File: src/hw/actc_pkg.sv
// Package: register map, field layout and carrier types for the channel trim bank
package actc_pkg;

    localparam int          ACTC_AW             = 8;
    localparam int          ACTC_DW             = 8;

    localparam logic [7:0]  ACTC_ADDR_GAIN_TRIM  = 8'h3f;
    localparam logic [7:0]  ACTC_ADDR_PHASE_TRIM = 8'h40;
    localparam logic [7:0]  ACTC_ADDR_INPUT_SETUP = 8'h41;

    localparam logic [7:0]  ACTC_RST_GAIN_TRIM   = 8'h80;
    localparam logic [7:0]  ACTC_RST_PHASE_TRIM  = 8'h00;
    localparam logic [7:0]  ACTC_RST_INPUT_SETUP = 8'h10;

    localparam logic [3:0]  ACTC_GAIN_UNITY      = 4'h8;
    localparam int          ACTC_GAIN_LSB        = 4;
    localparam logic [7:0]  ACTC_GAIN_RSVD_MASK  = 8'h0f;

    localparam int          ACTC_BIT_KIND        = 7;
    localparam int          ACTC_BIT_COUPLING    = 4;
    localparam int          ACTC_BIT_SWING       = 3;
    localparam int          ACTC_BIT_AUTO_GAIN   = 0;
    localparam int          ACTC_CFG_LSB         = 5;
    localparam int          ACTC_AMP_LSB         = 1;

    localparam logic [1:0]  ACTC_AMP_HIGH_SNR    = 2'h0;
    localparam logic [1:0]  ACTC_AMP_HIGH_CMRR   = 2'h2;

    // Decoded channel 2 input setup
    typedef struct packed {
        logic       ch2_input_kind;        // 0 mic, 1 line
        logic [1:0] ch2_input_config;      // 0 diff, 1 single-ended
        logic       ch2_coupling_sel;      // 0 AC, 1 DC
        logic       ch2_swing_range;       // 0 low, 1 high
        logic [1:0] ch2_amp_rejection_sel; // 0 high SNR, 2 high CMRR
        logic       ch2_auto_gain_on;
    } actc_input_setup_s;

    // Host port access
    typedef struct packed {
        logic                wr;
        logic                rd;
        logic [ACTC_AW-1:0]  addr;
        logic [ACTC_DW-1:0]  wdata;
    } actc_host_req_s;

endpackage

File: src/hw/actc_phase_delay.sv
// Programmable delay line for channel 1 in modulator clock cycles
`timescale 1ns/100ps
`default_nettype none
module actc_phase_delay
    import actc_pkg::*;
#(
    parameter int DEPTH = 255,
    parameter int DW    = 1
)(
    input  wire logic          clk,      // System clock
    input  wire logic          sys_rst,  // Async reset, active high
    input  wire logic          mod_tick, // Modulator clock strobe
    input  wire logic [7:0]    delay,    // Delay in modulator cycles
    input  wire logic [DW-1:0] din,      // Modulator stream in
    output logic      [DW-1:0] dout      // Delayed stream out
);

    logic [DW-1:0] tap_ff [DEPTH];

    // Shift chain; tap_ff[k] holds the sample k+1 ticks old
    always_ff @(posedge clk or posedge sys_rst)
    begin
        if (sys_rst)
        begin
            for (int i = 0; i < DEPTH; i++)
                tap_ff[i] <= '0;
        end
        else if (mod_tick)
        begin
            tap_ff[0] <= din;
            for (int i = 1; i < DEPTH; i++)
                tap_ff[i] <= tap_ff[i-1];
        end
    end

    // Zero bypasses the chain entirely
    always_comb
    begin
        if (delay == 8'h00)
            dout = din;
        else
            dout = tap_ff[delay - 8'h01];
    end

endmodule
`default_nettype wire

File: src/hw/actc_trim_regs.sv
// Channel 1 trim and channel 2 input setup register bank
`timescale 1ns/100ps
`default_nettype none
module actc_trim_regs
    import actc_pkg::*;
#(
    parameter int DELAY_DEPTH = 255,
    parameter int SAMPLE_W    = 1
)(
    input  wire logic                 clk,              // 20 MHz system clock
    input  wire logic                 sys_rst,          // Async reset, active high
    input  wire actc_host_req_s       host_req,         // Control port access
    output logic [ACTC_DW-1:0]        rdata,            // Read data, registered
    output logic                      rvalid,           // Read data valid pulse
    input  wire logic                 mod_tick,         // Modulator clock strobe
    input  wire logic [SAMPLE_W-1:0]  ch1_mod_in,       // Channel 1 modulator stream
    output logic      [SAMPLE_W-1:0]  ch1_mod_out,      // Phase-trimmed stream
    output logic [3:0]                ch1_gain_trim,    // Gain trim code to decimator
    output logic signed [4:0]         ch1_gain_tenth_db, // Gain offset in 0.1 dB
    output logic [7:0]                ch1_phase_delay,  // Phase delay in cycles
    output var actc_input_setup_s     ch2_setup         // Channel 2 front-end setup
);

    logic [3:0]         ch1_gain_trim_field_ff;
    logic [7:0]         ch1_phase_delay_field_ff;
    logic [ACTC_DW-1:0] ch2_input_setup_reg_ff;
    logic [ACTC_DW-1:0] nxt_rdata;
    logic               wr_gain;
    logic               wr_phase;
    logic               wr_setup;

    function automatic logic hit(input logic [7:0] a, input logic [7:0] reg_addr);
        hit = (a == reg_addr);
    endfunction

    assign wr_gain  = host_req.wr && hit(host_req.addr, ACTC_ADDR_GAIN_TRIM);
    assign wr_phase = host_req.wr && hit(host_req.addr, ACTC_ADDR_PHASE_TRIM);
    assign wr_setup = host_req.wr && hit(host_req.addr, ACTC_ADDR_INPUT_SETUP);

    // Only the upper nibble is stored; reserved bits cannot hold a value
    always_ff @(posedge clk or posedge sys_rst)
    begin
        if (sys_rst)
            ch1_gain_trim_field_ff <= ACTC_RST_GAIN_TRIM[7:ACTC_GAIN_LSB];
        else if (wr_gain)
            ch1_gain_trim_field_ff <= host_req.wdata[7:ACTC_GAIN_LSB];
    end

    always_ff @(posedge clk or posedge sys_rst)
    begin
        if (sys_rst)
            ch1_phase_delay_field_ff <= ACTC_RST_PHASE_TRIM;
        else if (wr_phase)
            ch1_phase_delay_field_ff <= host_req.wdata;
    end

    // All codes stored as written; reserved codes are the host's to avoid
    always_ff @(posedge clk or posedge sys_rst)
    begin
        if (sys_rst)
            ch2_input_setup_reg_ff <= ACTC_RST_INPUT_SETUP;
        else if (wr_setup)
            ch2_input_setup_reg_ff <= host_req.wdata;
    end

    always_comb
    begin
        nxt_rdata = '0;
        if (hit(host_req.addr, ACTC_ADDR_GAIN_TRIM))
            nxt_rdata = {ch1_gain_trim_field_ff, 4'h0};
        else if (hit(host_req.addr, ACTC_ADDR_PHASE_TRIM))
            nxt_rdata = ch1_phase_delay_field_ff;
        else if (hit(host_req.addr, ACTC_ADDR_INPUT_SETUP))
            nxt_rdata = ch2_input_setup_reg_ff;
    end

    always_ff @(posedge clk or posedge sys_rst)
    begin
        if (sys_rst)
            rdata <= '0;
        else if (host_req.rd)
            rdata <= nxt_rdata;
    end

    always_ff @(posedge clk or posedge sys_rst)
    begin
        if (sys_rst)
            rvalid <= 1'b0;
        else
            rvalid <= host_req.rd;
    end

    assign ch1_gain_trim     = ch1_gain_trim_field_ff;
    // Signed offset: code minus unity code gives tenths of a dB
    assign ch1_gain_tenth_db = $signed({1'b0, ch1_gain_trim_field_ff})
                             - $signed({1'b0, ACTC_GAIN_UNITY});
    assign ch1_phase_delay   = ch1_phase_delay_field_ff;

    always_comb
    begin
        ch2_setup.ch2_input_kind        = ch2_input_setup_reg_ff[ACTC_BIT_KIND];
        ch2_setup.ch2_input_config      = ch2_input_setup_reg_ff[ACTC_CFG_LSB +: 2];
        ch2_setup.ch2_coupling_sel      = ch2_input_setup_reg_ff[ACTC_BIT_COUPLING];
        ch2_setup.ch2_swing_range       = ch2_input_setup_reg_ff[ACTC_BIT_SWING];
        ch2_setup.ch2_amp_rejection_sel = ch2_input_setup_reg_ff[ACTC_AMP_LSB +: 2];
        ch2_setup.ch2_auto_gain_on      = ch2_input_setup_reg_ff[ACTC_BIT_AUTO_GAIN];
    end

    actc_phase_delay #(
        .DEPTH (DELAY_DEPTH),
        .DW    (SAMPLE_W)
    ) actc_phase_delay_inst (
        .clk      (clk),
        .sys_rst  (sys_rst),
        .mod_tick (mod_tick),
        .delay    (ch1_phase_delay_field_ff),
        .din      (ch1_mod_in),
        .dout     (ch1_mod_out)
    );

    property p_gain_write;
        @(posedge clk) disable iff (sys_rst)
        wr_gain |=> ch1_gain_trim == $past(host_req.wdata[7:4]);
    endproperty
    a_gain_write: assert property (p_gain_write) else $error("gain trim not stored");

    property p_gain_unity;
        @(posedge clk) disable iff (sys_rst)
        (ch1_gain_trim == 4'h8) |-> (ch1_gain_tenth_db == 5'sd0);
    endproperty
    a_gain_unity: assert property (p_gain_unity) else $error("unity code not 0 dB");

    property p_gain_range;
        @(posedge clk) disable iff (sys_rst)
        (ch1_gain_trim == 4'h0) |-> (ch1_gain_tenth_db == -5'sd8);
    endproperty
    a_gain_range: assert property (p_gain_range) else $error("gain code 0 not -0.8 dB");

    property p_gain_rsvd;
        @(posedge clk) disable iff (sys_rst)
        (host_req.rd && host_req.addr == 8'h3f) |=> rvalid && rdata[3:0] == 4'h0;
    endproperty
    a_gain_rsvd: assert property (p_gain_rsvd) else $error("reserved bits not zero");

    property p_phase_zero;
        @(posedge clk) disable iff (sys_rst)
        (ch1_phase_delay == 8'h00) |-> ch1_mod_out == ch1_mod_in;
    endproperty
    a_phase_zero: assert property (p_phase_zero) else $error("zero delay not bypassed");

    property p_phase_one;
        @(posedge clk) disable iff (sys_rst)
        (ch1_phase_delay == 8'h01 && mod_tick) ##1 (ch1_phase_delay == 8'h01)
            |-> ch1_mod_out == $past(ch1_mod_in);
    endproperty
    a_phase_one: assert property (p_phase_one) else $error("one cycle delay wrong");

    property p_setup_readback;
        @(posedge clk) disable iff (sys_rst)
        wr_setup ##1 (host_req.rd && host_req.addr == 8'h41 && !host_req.wr)
            |=> rdata == $past(host_req.wdata, 2);
    endproperty
    a_setup_readback: assert property (p_setup_readback) else $error("setup readback wrong");

    property p_setup_hold;
        @(posedge clk) disable iff (sys_rst)
        !wr_setup |=> $stable(ch2_setup);
    endproperty
    a_setup_hold: assert property (p_setup_hold) else $error("setup changed without write");

    property p_coupling_map;
        @(posedge clk) disable iff (sys_rst)
        wr_setup |=> ch2_setup.ch2_coupling_sel == $past(host_req.wdata[4])
                  && ch2_setup.ch2_input_kind == $past(host_req.wdata[7]);
    endproperty
    a_coupling_map: assert property (p_coupling_map) else $error("field mapping wrong");

    property p_phase_write;
        @(posedge clk) disable iff (sys_rst)
        wr_phase |=> ch1_phase_delay == $past(host_req.wdata);
    endproperty
    a_phase_write: assert property (p_phase_write) else $error("phase trim not stored");

    property p_config_map;
        @(posedge clk) disable iff (sys_rst)
        wr_setup |=> ch2_setup.ch2_input_config == $past(host_req.wdata[6:5]);
    endproperty
    a_config_map: assert property (p_config_map) else $error("input config mapping wrong");

    property p_swing_map;
        @(posedge clk) disable iff (sys_rst)
        wr_setup |=> ch2_setup.ch2_swing_range == $past(host_req.wdata[3]);
    endproperty
    a_swing_map: assert property (p_swing_map) else $error("swing range mapping wrong");

    property p_amp_map;
        @(posedge clk) disable iff (sys_rst)
        wr_setup |=> ch2_setup.ch2_amp_rejection_sel == $past(host_req.wdata[2:1]);
    endproperty
    a_amp_map: assert property (p_amp_map) else $error("amplifier setting mapping wrong");

    property p_auto_gain_map;
        @(posedge clk) disable iff (sys_rst)
        wr_setup |=> ch2_setup.ch2_auto_gain_on == $past(host_req.wdata[0]);
    endproperty
    a_auto_gain_map: assert property (p_auto_gain_map) else $error("auto gain mapping wrong");

endmodule
`default_nettype wire

File: config.mk
export PLATFORM = sky130hd
export DESIGN_NAME = actc_trim_regs
export DESIGN_NICKNAME = d
export VERILOG_FILES = /design/src/hw/actc_pkg.sv /design/src/hw/actc_phase_delay.sv /design/src/hw/actc_trim_regs.sv
export SDC_FILE = /design/constraint.sdc
export NUM_CORES = 1
export LEC_CHECK = 0
export BUFFER_PORTS_ARGS = -buffer_cell sky130_fd_sc_hd__buf_4
export CAP_MARGIN = 20
export CORE_UTILIZATION = 60
export CTS_BUF_LIST = sky130_fd_sc_hd__clkbuf_4 sky130_fd_sc_hd__clkbuf_8 sky130_fd_sc_hd__clkbuf_16
export DETAILED_ROUTE_END_ITERATION = 10
export PLACE_DENSITY = 0.78
export RECOVER_POWER = 25
export SYNTH_ARGS = -nofsm -noshare
export SYNTH_HDL_FRONTEND = slang
export SYNTH_HIERARCHICAL = 1
export SYNTH_SLANG_ARGS = --single-unit
export TNS_END_PERCENT = 10
File: constraint.sdc
create_clock -name clk -period 12.8 [get_ports clk]
set_input_delay 2.56 -clock clk [delete_from_list [all_inputs] [get_ports clk]]
set_output_delay 2.56 -clock clk [all_outputs]
set_load 0.02 [all_outputs]
Word-level counts from Yosys, hierarchy flattened --
Index checks and enable logic that the tools add are counted.
Word-level totals: logic and storage cells 278, bits in registers 284, input bits 22, output and inout port bits 35
Cells by class: multiplexer cells 7, equal/unequal tests 3, bitwise logic cells 1, magnitude comparators 1, reduce and logical (&&, ||, !) cells 4, $add $sub $neg 2
Operator list (count):
- two-way mux 8 bit | 3
- equality test 8 x 7 -> 1 bit, second input constant | 2
- greater-or-equal comparator 9 bit, second input constant | 1
- NOT 8 -> 9 bit | 1
- binary-select mux 1 bit (select 8 bit) | 1
- equality test 8 x 6 -> 1 bit, second input constant | 1
- zero test 8 bit | 1
- subtractor 8 x 1 -> 8 bit, second input constant | 1
- subtractor 4 x 4 -> 5 bit, second input constant | 1
- logical AND 1 bit | 3
- two-way mux 1 bit | 3

Depth between registers and ports, before layout --
Gate-level depths: netlist (run 1).
depth after elaboration 6, mapped depth 14, depth with buffers taken out 9

Modules after synthesis --
Netlist (run 1), hierarchy kept.
Modules (own cells, without submodules):
- actc_phase_delay | instances 1, seq. area each 6381.1 µm², cells each 717, area an instance 11676.2 µm²
- actc_trim_regs | instances 1, seq. area each 728.2 µm², cells each 90, area an instance 1310.0 µm²

Worst setup path after synthesis (run 1) --
Ideal clock, no wire load.
kind register to output, start point reg ch1_phase_delay_field_ff[0], in the netlist ch1_phase_delay[0], end point out ch1_mod_out, data required time 10240 ps, path slack 6763 ps, arrival time 3477 ps, stages on the path, launching flop included 14, path buffers 5, path through dfrtp_1 -> buf_6 -> buf_8 -> buf_2 -> inv_1 -> ha_1 -> buf_2 -> clkbuf_1 -> mux4_2 -> mux4_2 -> o2111ai_1 -> o311ai_1 -> o311ai_1 -> nand4_1
On the way: longest elaborated chain between the ends 6, elaborated cells on any way between the ends 7, classes of those cells add/sub (1); mux (4); bitwise (1); reduce/logical (1)
RTL lines:
- start: declaration | line actc_trim_regs.sv:25 | logic [7:0] ch1_phase_delay_field_ff;
- start signal: assignment | line actc_trim_regs.sv:54 | ch1_phase_delay_field_ff <= host_req.wdata;
- subtractor 8 x 1 -> 8 bit | line actc_phase_delay.sv:42 | dout = tap_ff[delay - 8'h01];
- NOT 8 -> 9 bit (not written as such) | line actc_phase_delay.sv:42
- binary-select mux 1 bit (select 8 bit) | line actc_phase_delay.sv:42
- two-way mux 1 bit (not written as such) (2 in a row) | line actc_phase_delay.sv:42
- two-way mux 1 bit (*) | line actc_phase_delay.sv:39 | if (delay == 8'h00)
- end: declaration | line actc_trim_regs.sv:17 | output logic [SAMPLE_W-1:0] ch1_mod_out,
Mark *: on every way between the ends. The rest lies on a longest branch, timed or not. The select of a mux whose other input is x is not followed.

Final worst setup path (run 1) --
start point in mod_tick, end point reg actc_phase_delay_inst/tap_ff[126] (netlist name)
RTL lines:
- start: declaration | line actc_trim_regs.sv:15 | input wire logic mod_tick,
- end signal: indexed assignment | line actc_phase_delay.sv:32 | tap_ff[i] <= tap_ff[i-1];
- end: declaration | line actc_phase_delay.sv:18 | logic [DW-1:0] tap_ff [DEPTH];
No word-level cell between the ends.

==> metrics.md, run 1 <==
| Metric | Value |
|---|---|
| Fin util | 0.688 |
| Ports | 57 |
| Mapped Area | 13,000 µm² |
| Layout Nets | 876 |
| Worst EP required | approximately 13 ns |
| Crit-path max FO | 120 |
| Post-CTS Setup Bufs | 0 |
| Hold Crit Class | reg -> reg |
| Setup Skew | approximately 0.0053 ns |
| Peak VDD IR | around 0.12 mV |
| Area delta synth->final | 11.7% |
| Worst-Margin Slew | 6.20 ns |
| Crit path arrival time | roughly 8.7 ns |
| Critical path type | in -> reg |
| TritonCTS clock tree | yes |
| Htree depth | 1 |
| First-pass GRT wire length | 39,300 µm |
| Buffers on Ports | between 50 and 60 |
| Top cells by count, synth | dfrtp_1, mux2_2, mux4_2 |
| Post-synth cell types | 49 |
| GRT Util Overall | 0.225 |
| Initial Util | 0.616 |
| Syn Inst Count | between 800 and 900 |
| Sum Neg Setup Slack | 0 ns |
| Count of state elements after synthesis | 284 |
| Vias in the first global route | ~7,600 |
| Detailed Place HPWL | roughly 15,000 µm |
| Area leader, netlist | dfrtp_1 |
| Critical path launch point type | input port |
| Clock Latency Late Sink | roughly 0.53 ns |
| Final hold violations | 0 |
| Synth Flop Type | dfrtp_1 |
| Ranking of synthesized cells by area | dfrtp_1, mux2_2, mux4_2 |
| HP Start | rdata[5] |
| GP Congestion | 0.836 |
| Crit end category | flop |
| Fraction of layout cells with a size suffix above 1 | 0.539 |
| EDFF count, synth | 0 |
| Die Y | ~150 µm |
| Slew Viols, Final | between 200 and 250 |
| CTS buffer count | 29 |
| Area share of the largest cell type after synthesis | 0.543 |
| Clock Sink Count | approximately 280 |
| Drt initial violations | about 230 |
| R2R Path Start | ch1_phase_delay[0] |
| Worst Setup SP | mod_tick |
| Max Cap Viol | 2 |
| CTS hold repair buffers | 0 |
| Die width | roughly 150 µm |
| DR WL/cell | 20.7 µm |
| Setup-failing EPs final | 0 |
| Final period util | 0.645 |
| Yosys warning total | 6 |
| Mapped Nets | 831 |
| Seq/Total Area, Yosys | 0.547 |
| Root Driver | clkbuf_16 |
| Largest net degree at the start of global routing | around 120 |
| Outcome | finished with violations |
| FFs w/ async S/R, synth | 1.00 |
| Die area | between 20,000 and 25,000 µm² |
| Core area | ~21,000 µm² |
| Drt total wl | about 24,000 µm |
| Clock-pin slew on the worst setup and hold paths | around 0.060 ns |
| Failing checks | max-capacitance violations, max-slew violations |
| Initial DRT Pass Iterations | 4 |
| PwrDens | about 140 nW/µm² |
| Vias per inst | roughly 6.2 |
| Pleak | 6.95 nW |
| Clk buf depth | 3 |
| Syn Area/Cell | about 16 µm² |
| Max Freq | roughly 120 MHz |
| Initial antenna violation count | 0 |
| Post-DRT Antenna Nets | 0 |
| DRC viols | 0 |
| Post-layout min period | between 8 and 9 ns |
| DR vias | slightly above 7,000 |
| Slew headroom | -3.14 |
| Count leader, synth | dfrtp_1 |
| Gr ovfl total | 0 |
| Row count | 53 |
| RSZ-0062 raised after global routing | no |
| ANT cells | 0 |
| Post-cts repair resize count | 0 |
-- power breakdown --
part	total, W	internal, W	switching, W
combinational	0.000220	0.000107	0.000113
clock	0.000816	0.000493	0.000323
sequential	0.000979	0.000942	0.0000377
-- stage by stage --
step / power [W] / hold WS (ns) / setup WS (ns) / instance area [µm²] / cells
after floorplan: 0.00114 / 0.480 / 3.23 / 13000 / 807
after global placement: 0.00120 / 0.483 / 6.19 / 13600 / 1094
after detailed placement: 0.00121 / 0.486 / 6.12 / 13600 / 1094
after CTS: 0.00203 / 0.512 / 5.53 / 14500 / 1143
after global routing: 0.00210 / 0.524 / 4.05 / 14500 / 1145
final: 0.00202 / 0.517 / 4.54 / 14500 / 1145
-- area by class of cell --
type	instances	area, µm²
clock buffer	44	888
clock inverter	5	52.6
tap	275	344
sequential	284	7110
inverter	9	35.0
fill	1388	6590
timing repair buffer	67	500
multi-input combinational	461	5570
-- routing by layer --
metal	wire length, µm	up-vias	track usage	part of all wire
met3	944	48	0.0327	0.040
met5	0	-	0	0
met2	11900	144	0.378	0.50
met4	578	0	0.0643	0.024
li1	-	3131	-	-
met1	10300	3778	0.308	0.43
-- critical path, cell delays in order --
cell	delay, ns
clkbuf_1	4.26
buf_4	1.27
mux2_2	0.42
-- state kept, by name (all words and copies together), names as in the netlist --
register                      cells
actc_phase_delay_inst/tap_ff    255
rvalid                            1
ch1_phase_delay                   8
ch2_setup                         8
ch1_gain_trim                     4
rdata                             8
-- worst paths after layout --
path                                                     end  slack [ns]  cells after the start
setup / recovery           actc_phase_delay_inst/tap_ff[126]        4.54                      3
hold / removal                                      rdata[5]        0.52                      1
setup reg to reg                                    rdata[0]       10.90                      3
hold reg to reg                                     rdata[5]        0.52                      1
max in group asynchronous  actc_phase_delay_inst/tap_ff[139]        6.45                      5
min in group asynchronous                 ch1_phase_delay[7]        1.91                      2
-- placed cells by master, fill, tap and decap left out, types with 4 or more instances in the layout --
cell type / Yosys / final
a221o_1: 4 / 4
dfrtp_1: 282 / 281
nand2_1: 21 / 21
buf_4: 4 / 60
mux4_1: 4 / 4
mux4_2: 70 / 70
nor2_1: 9 / 9
mux2_2: 276 / 276
clkbuf_8: 0 / 8
clkbuf_4: 0 / 7
nand3_1: 13 / 13
mux2i_1: 12 / 12
clkbuf_16: 0 / 29
inv_1: 9 / 8
nor3_1: 5 / 6
o2bb2ai_1: 4 / 4
clkbuf_1: 35 / 6
-- cell families after synthesis --
| family | after synthesis | share of synthesized area |
|---|---|---|
| adder cells (fa/ha/maj) | 2 | 0.00193 |
| XOR/XNOR | 6 | 0.00463 |
| multiplexers | 362 | 0.378 |
| buffers and inverters | 62 | 0.0224 |
| AND/OR/NAND/NOR | 69 | 0.0313 |
| flip-flops | 284 | 0.547 |
| AO/OA/AOI/OAI | 22 | 0.0142 |
(Power assumes the default switching activity.)
==> run 2, diff against run 1 <==
--- a/config.mk
+++ b/config.mk
@@ -7,10 +7,10 @@
 export LEC_CHECK = 0
 export BUFFER_PORTS_ARGS = -buffer_cell sky130_fd_sc_hd__buf_4
 export CAP_MARGIN = 20
-export CORE_UTILIZATION = 60
+export CORE_UTILIZATION = 56
 export CTS_BUF_LIST = sky130_fd_sc_hd__clkbuf_4 sky130_fd_sc_hd__clkbuf_8 sky130_fd_sc_hd__clkbuf_16
 export DETAILED_ROUTE_END_ITERATION = 10
-export PLACE_DENSITY = 0.78
+export PLACE_DENSITY = 0.76
 export RECOVER_POWER = 25
 export SYNTH_ARGS = -nofsm -noshare
 export SYNTH_HDL_FRONTEND = slang
==> constraint.sdc (replaced) <==
create_clock -name clk -period 7.3 [get_ports clk]
set_input_delay 1.46 -clock clk [delete_from_list [all_inputs] [get_ports clk]]
set_output_delay 1.46 -clock clk [all_outputs]
set_load 0.02 [all_outputs]
==> metrics.md, run 2 (same netlist as run 1, synthesis figures left out) <==
| Metric | Value |
|---|---|
| Critical path launch point type | flop |
| R2R depth | 2 |
| Cell-internal power | 0.00282 W |
| Die Y | 154 µm |
| Post-CTS Setup Bufs | 0 |
| Fin util | 0.646 |
| Ports | 57 |
| Setup Skew | between 0.009 and 0.01 ns |
| Htree depth | 1 |
| Critical path type | reg -> out |
| Vias in the first global route | about 7,700 |
| Post-DRT Antenna Nets | 0 |
| Final worst slack | between 1 and 1.5 ns |
| Clock Power Share | 0.429 |
| Gr ovfl total | 0 |
| RSZ-0062 raised after global routing | no |
| Filler cell count in the final layout | roughly 1,600 |
| Worst-Margin Slew | approximately 4.2 ns |
| Crit path arrival time | about 4.7 ns |
| Initial antenna violation count | 0 |
| HP Start | actc_phase_delay_inst/tap_ff[0] |
| Biggest register | actc_phase_delay_inst/tap_ff |
| Layout Nets | 880 |
| Post-cts repair resize count | 0 |
| Reg2reg setup slack | 6.08 ns |
| Drt initial violations | about 270 |
| Combinational share of power | 0.104 |
| NetSw | 0.000864 W |
| Seq pwr share | 0.467 |
| Commonest non-fill, non-tap cell in the layout | dfrtp_1 |
| Clock Sink Count | ~280 |
| Dpl cells | 1,107 |
| Post-layout min period | a little over 6 ns |
| Largest net degree at the start of global routing | 96 |
| Vias per inst | 6.06 |
| Crit-path max FO | 33 |
| Setup-failing EPs final | 0 |
| Final hold violations | 0 |
| Die width | ~150 µm |
| GRT Util Overall | 0.209 |
| R2r endpoint | rdata[0] |
| Most frequent cells in the layout | dfrtp_1, mux2_2, mux4_2 |
| Hold Crit Class | reg -> reg |
| Slew Viols, Final | 182 |
| Switching share of total power | 0.235 |
| First-pass GRT wire length | roughly 40,000 µm |
| Dpl ws | 1.67 ns |
| Clk buf depth | 3 |
| Initial DRT Pass Iterations | 4 |
| Initial Util | 0.572 |
| Critical path endpoint | ch1_mod_out |
| Die area | between 20,000 and 25,000 µm² |
| Failing checks | max-capacitance violations, max-slew violations |
| R2R Path Start | ch1_phase_delay[0] |
| Clock-pin slew on the worst setup and hold paths | approximately 0.06 ns |
| Slew headroom | -1.80 |
| Peak VDD IR | between 0.1 and 0.15 mV |
| Max Freq | roughly 160 MHz |
| Detailed Place HPWL | ~15,000 µm |
| Fraction of layout cells with a size suffix above 1 | 0.545 |
| Non-filler cells, final | ~1,200 |
| Pleak | ~7.0 nW |
| Drt total wl | ~24,000 µm |
| Crit end category | primary output |
| Area delta synth->final | 12.9% |
| CTS hold repair buffers | 0 |
| DR WL/cell | between 20 and 25 µm |
| Max Cap Viol | 3 |
| DR vias | approximately 7,000 |
| ANT cells | 0 |
| CTS buffer count | 30 |
| Buffers on Ports | 56 |
| Max reg flops | ~260 |
| PwrDens | between 200 and 300 nW/µm² |
| Clock Latency Late Sink | about 0.55 ns |
| Sum Neg Setup Slack | 0 ns |
| Root Driver | clkbuf_16 |
| GP Congestion | 0.785 |
| DRC viols | 0 |
| Outcome | finished with violations |
| Row count | 55 |
| Final period util | 0.846 |
| Worst EP required | 5.84 ns |
| Core area | around 23,000 µm² |
| Worst Setup SP | ch1_phase_delay[0] |
| TritonCTS clock tree | yes |
==> run 2: changes by cell type in the layout (fill, tap and decap cells not counted), moves of 2 or more <==
cell,delta
clkinv_2,+4
clkbuf_8,-3
clkbuf_16,+2
buf_4,+3
bufinv_16,+3
==> run 2: worst min-delay path by stage <==
stage	end	cells after the start
2_1_floorplan	actc_phase_delay_inst/tap_ff[0]	1
3_3_place_gp	rdata[1]	1
3_5_place_dp	rdata[2]	1
4_1_cts	rdata[1]	1
5_1_grt	rdata[2]	1
6_report	actc_phase_delay_inst/tap_ff[0]	1
==> run 2: power by group through the flow <==
stage               Sequential (W)  Combinational (W)  Clock (W)
CTS                        0.00172           0.000385    0.00162
global route               0.00173           0.000412    0.00167
floorplan                  0.00172           0.000286          0
global placement           0.00174           0.000370          0
finish                     0.00172           0.000383    0.00158
detailed placement         0.00175           0.000382          0
==> run 2: worst max-delay path, cell delays in order (launching register included) <==
cell,delay (ns)
dfrtp_4,0.80
inv_1,0.23
ha_2,0.97
buf_4,0.45
mux4_2,0.34
mux4_2,0.47
nand2_1,0.08
a21oi_1,0.13
o311ai_1,0.32
nand4_1,0.17
buf_4,0.20
==> run 2: cell type report <==
class | instances | area [µm²] | share of cell area
sequential | 284 | 7110 | 0.485
clock buffer | 42 | 890 | 0.0607
tap | 285 | 357 | 0.0243
clock inverter | 11 | 155 | 0.0106
timing repair buffer | 70 | 523 | 0.0357
multi-input combinational | 461 | 5590 | 0.381
inverter | 9 | 37.5 | 0.00256
==> run 2: per-stage QoR <==
stage / total power, W / hold slack, ns / area [µm²]
after detailed placement: 0.00213 / 0.497 / 13600
after floorplan: 0.00201 / 0.480 / 13000
final: 0.00368 / 0.508 / 14700
after global placement: 0.00211 / 0.480 / 13600
after global routing: 0.00381 / 0.519 / 14700
after CTS: 0.00372 / 0.511 / 14700
==> run 2: per-layer routing <==
metal / share of wire / vias up / routed length [µm] / global-route usage
met4: 0.026 / 0 / 620 / 0.0707
li1: - / 3150 / - / -
met3: 0.030 / 52 / 703 / 0.0275
met2: 0.50 / 110 / 11900 / 0.352
met1: 0.44 / 3730 / 10500 / 0.285
met5: 0 / - / 0 / 0
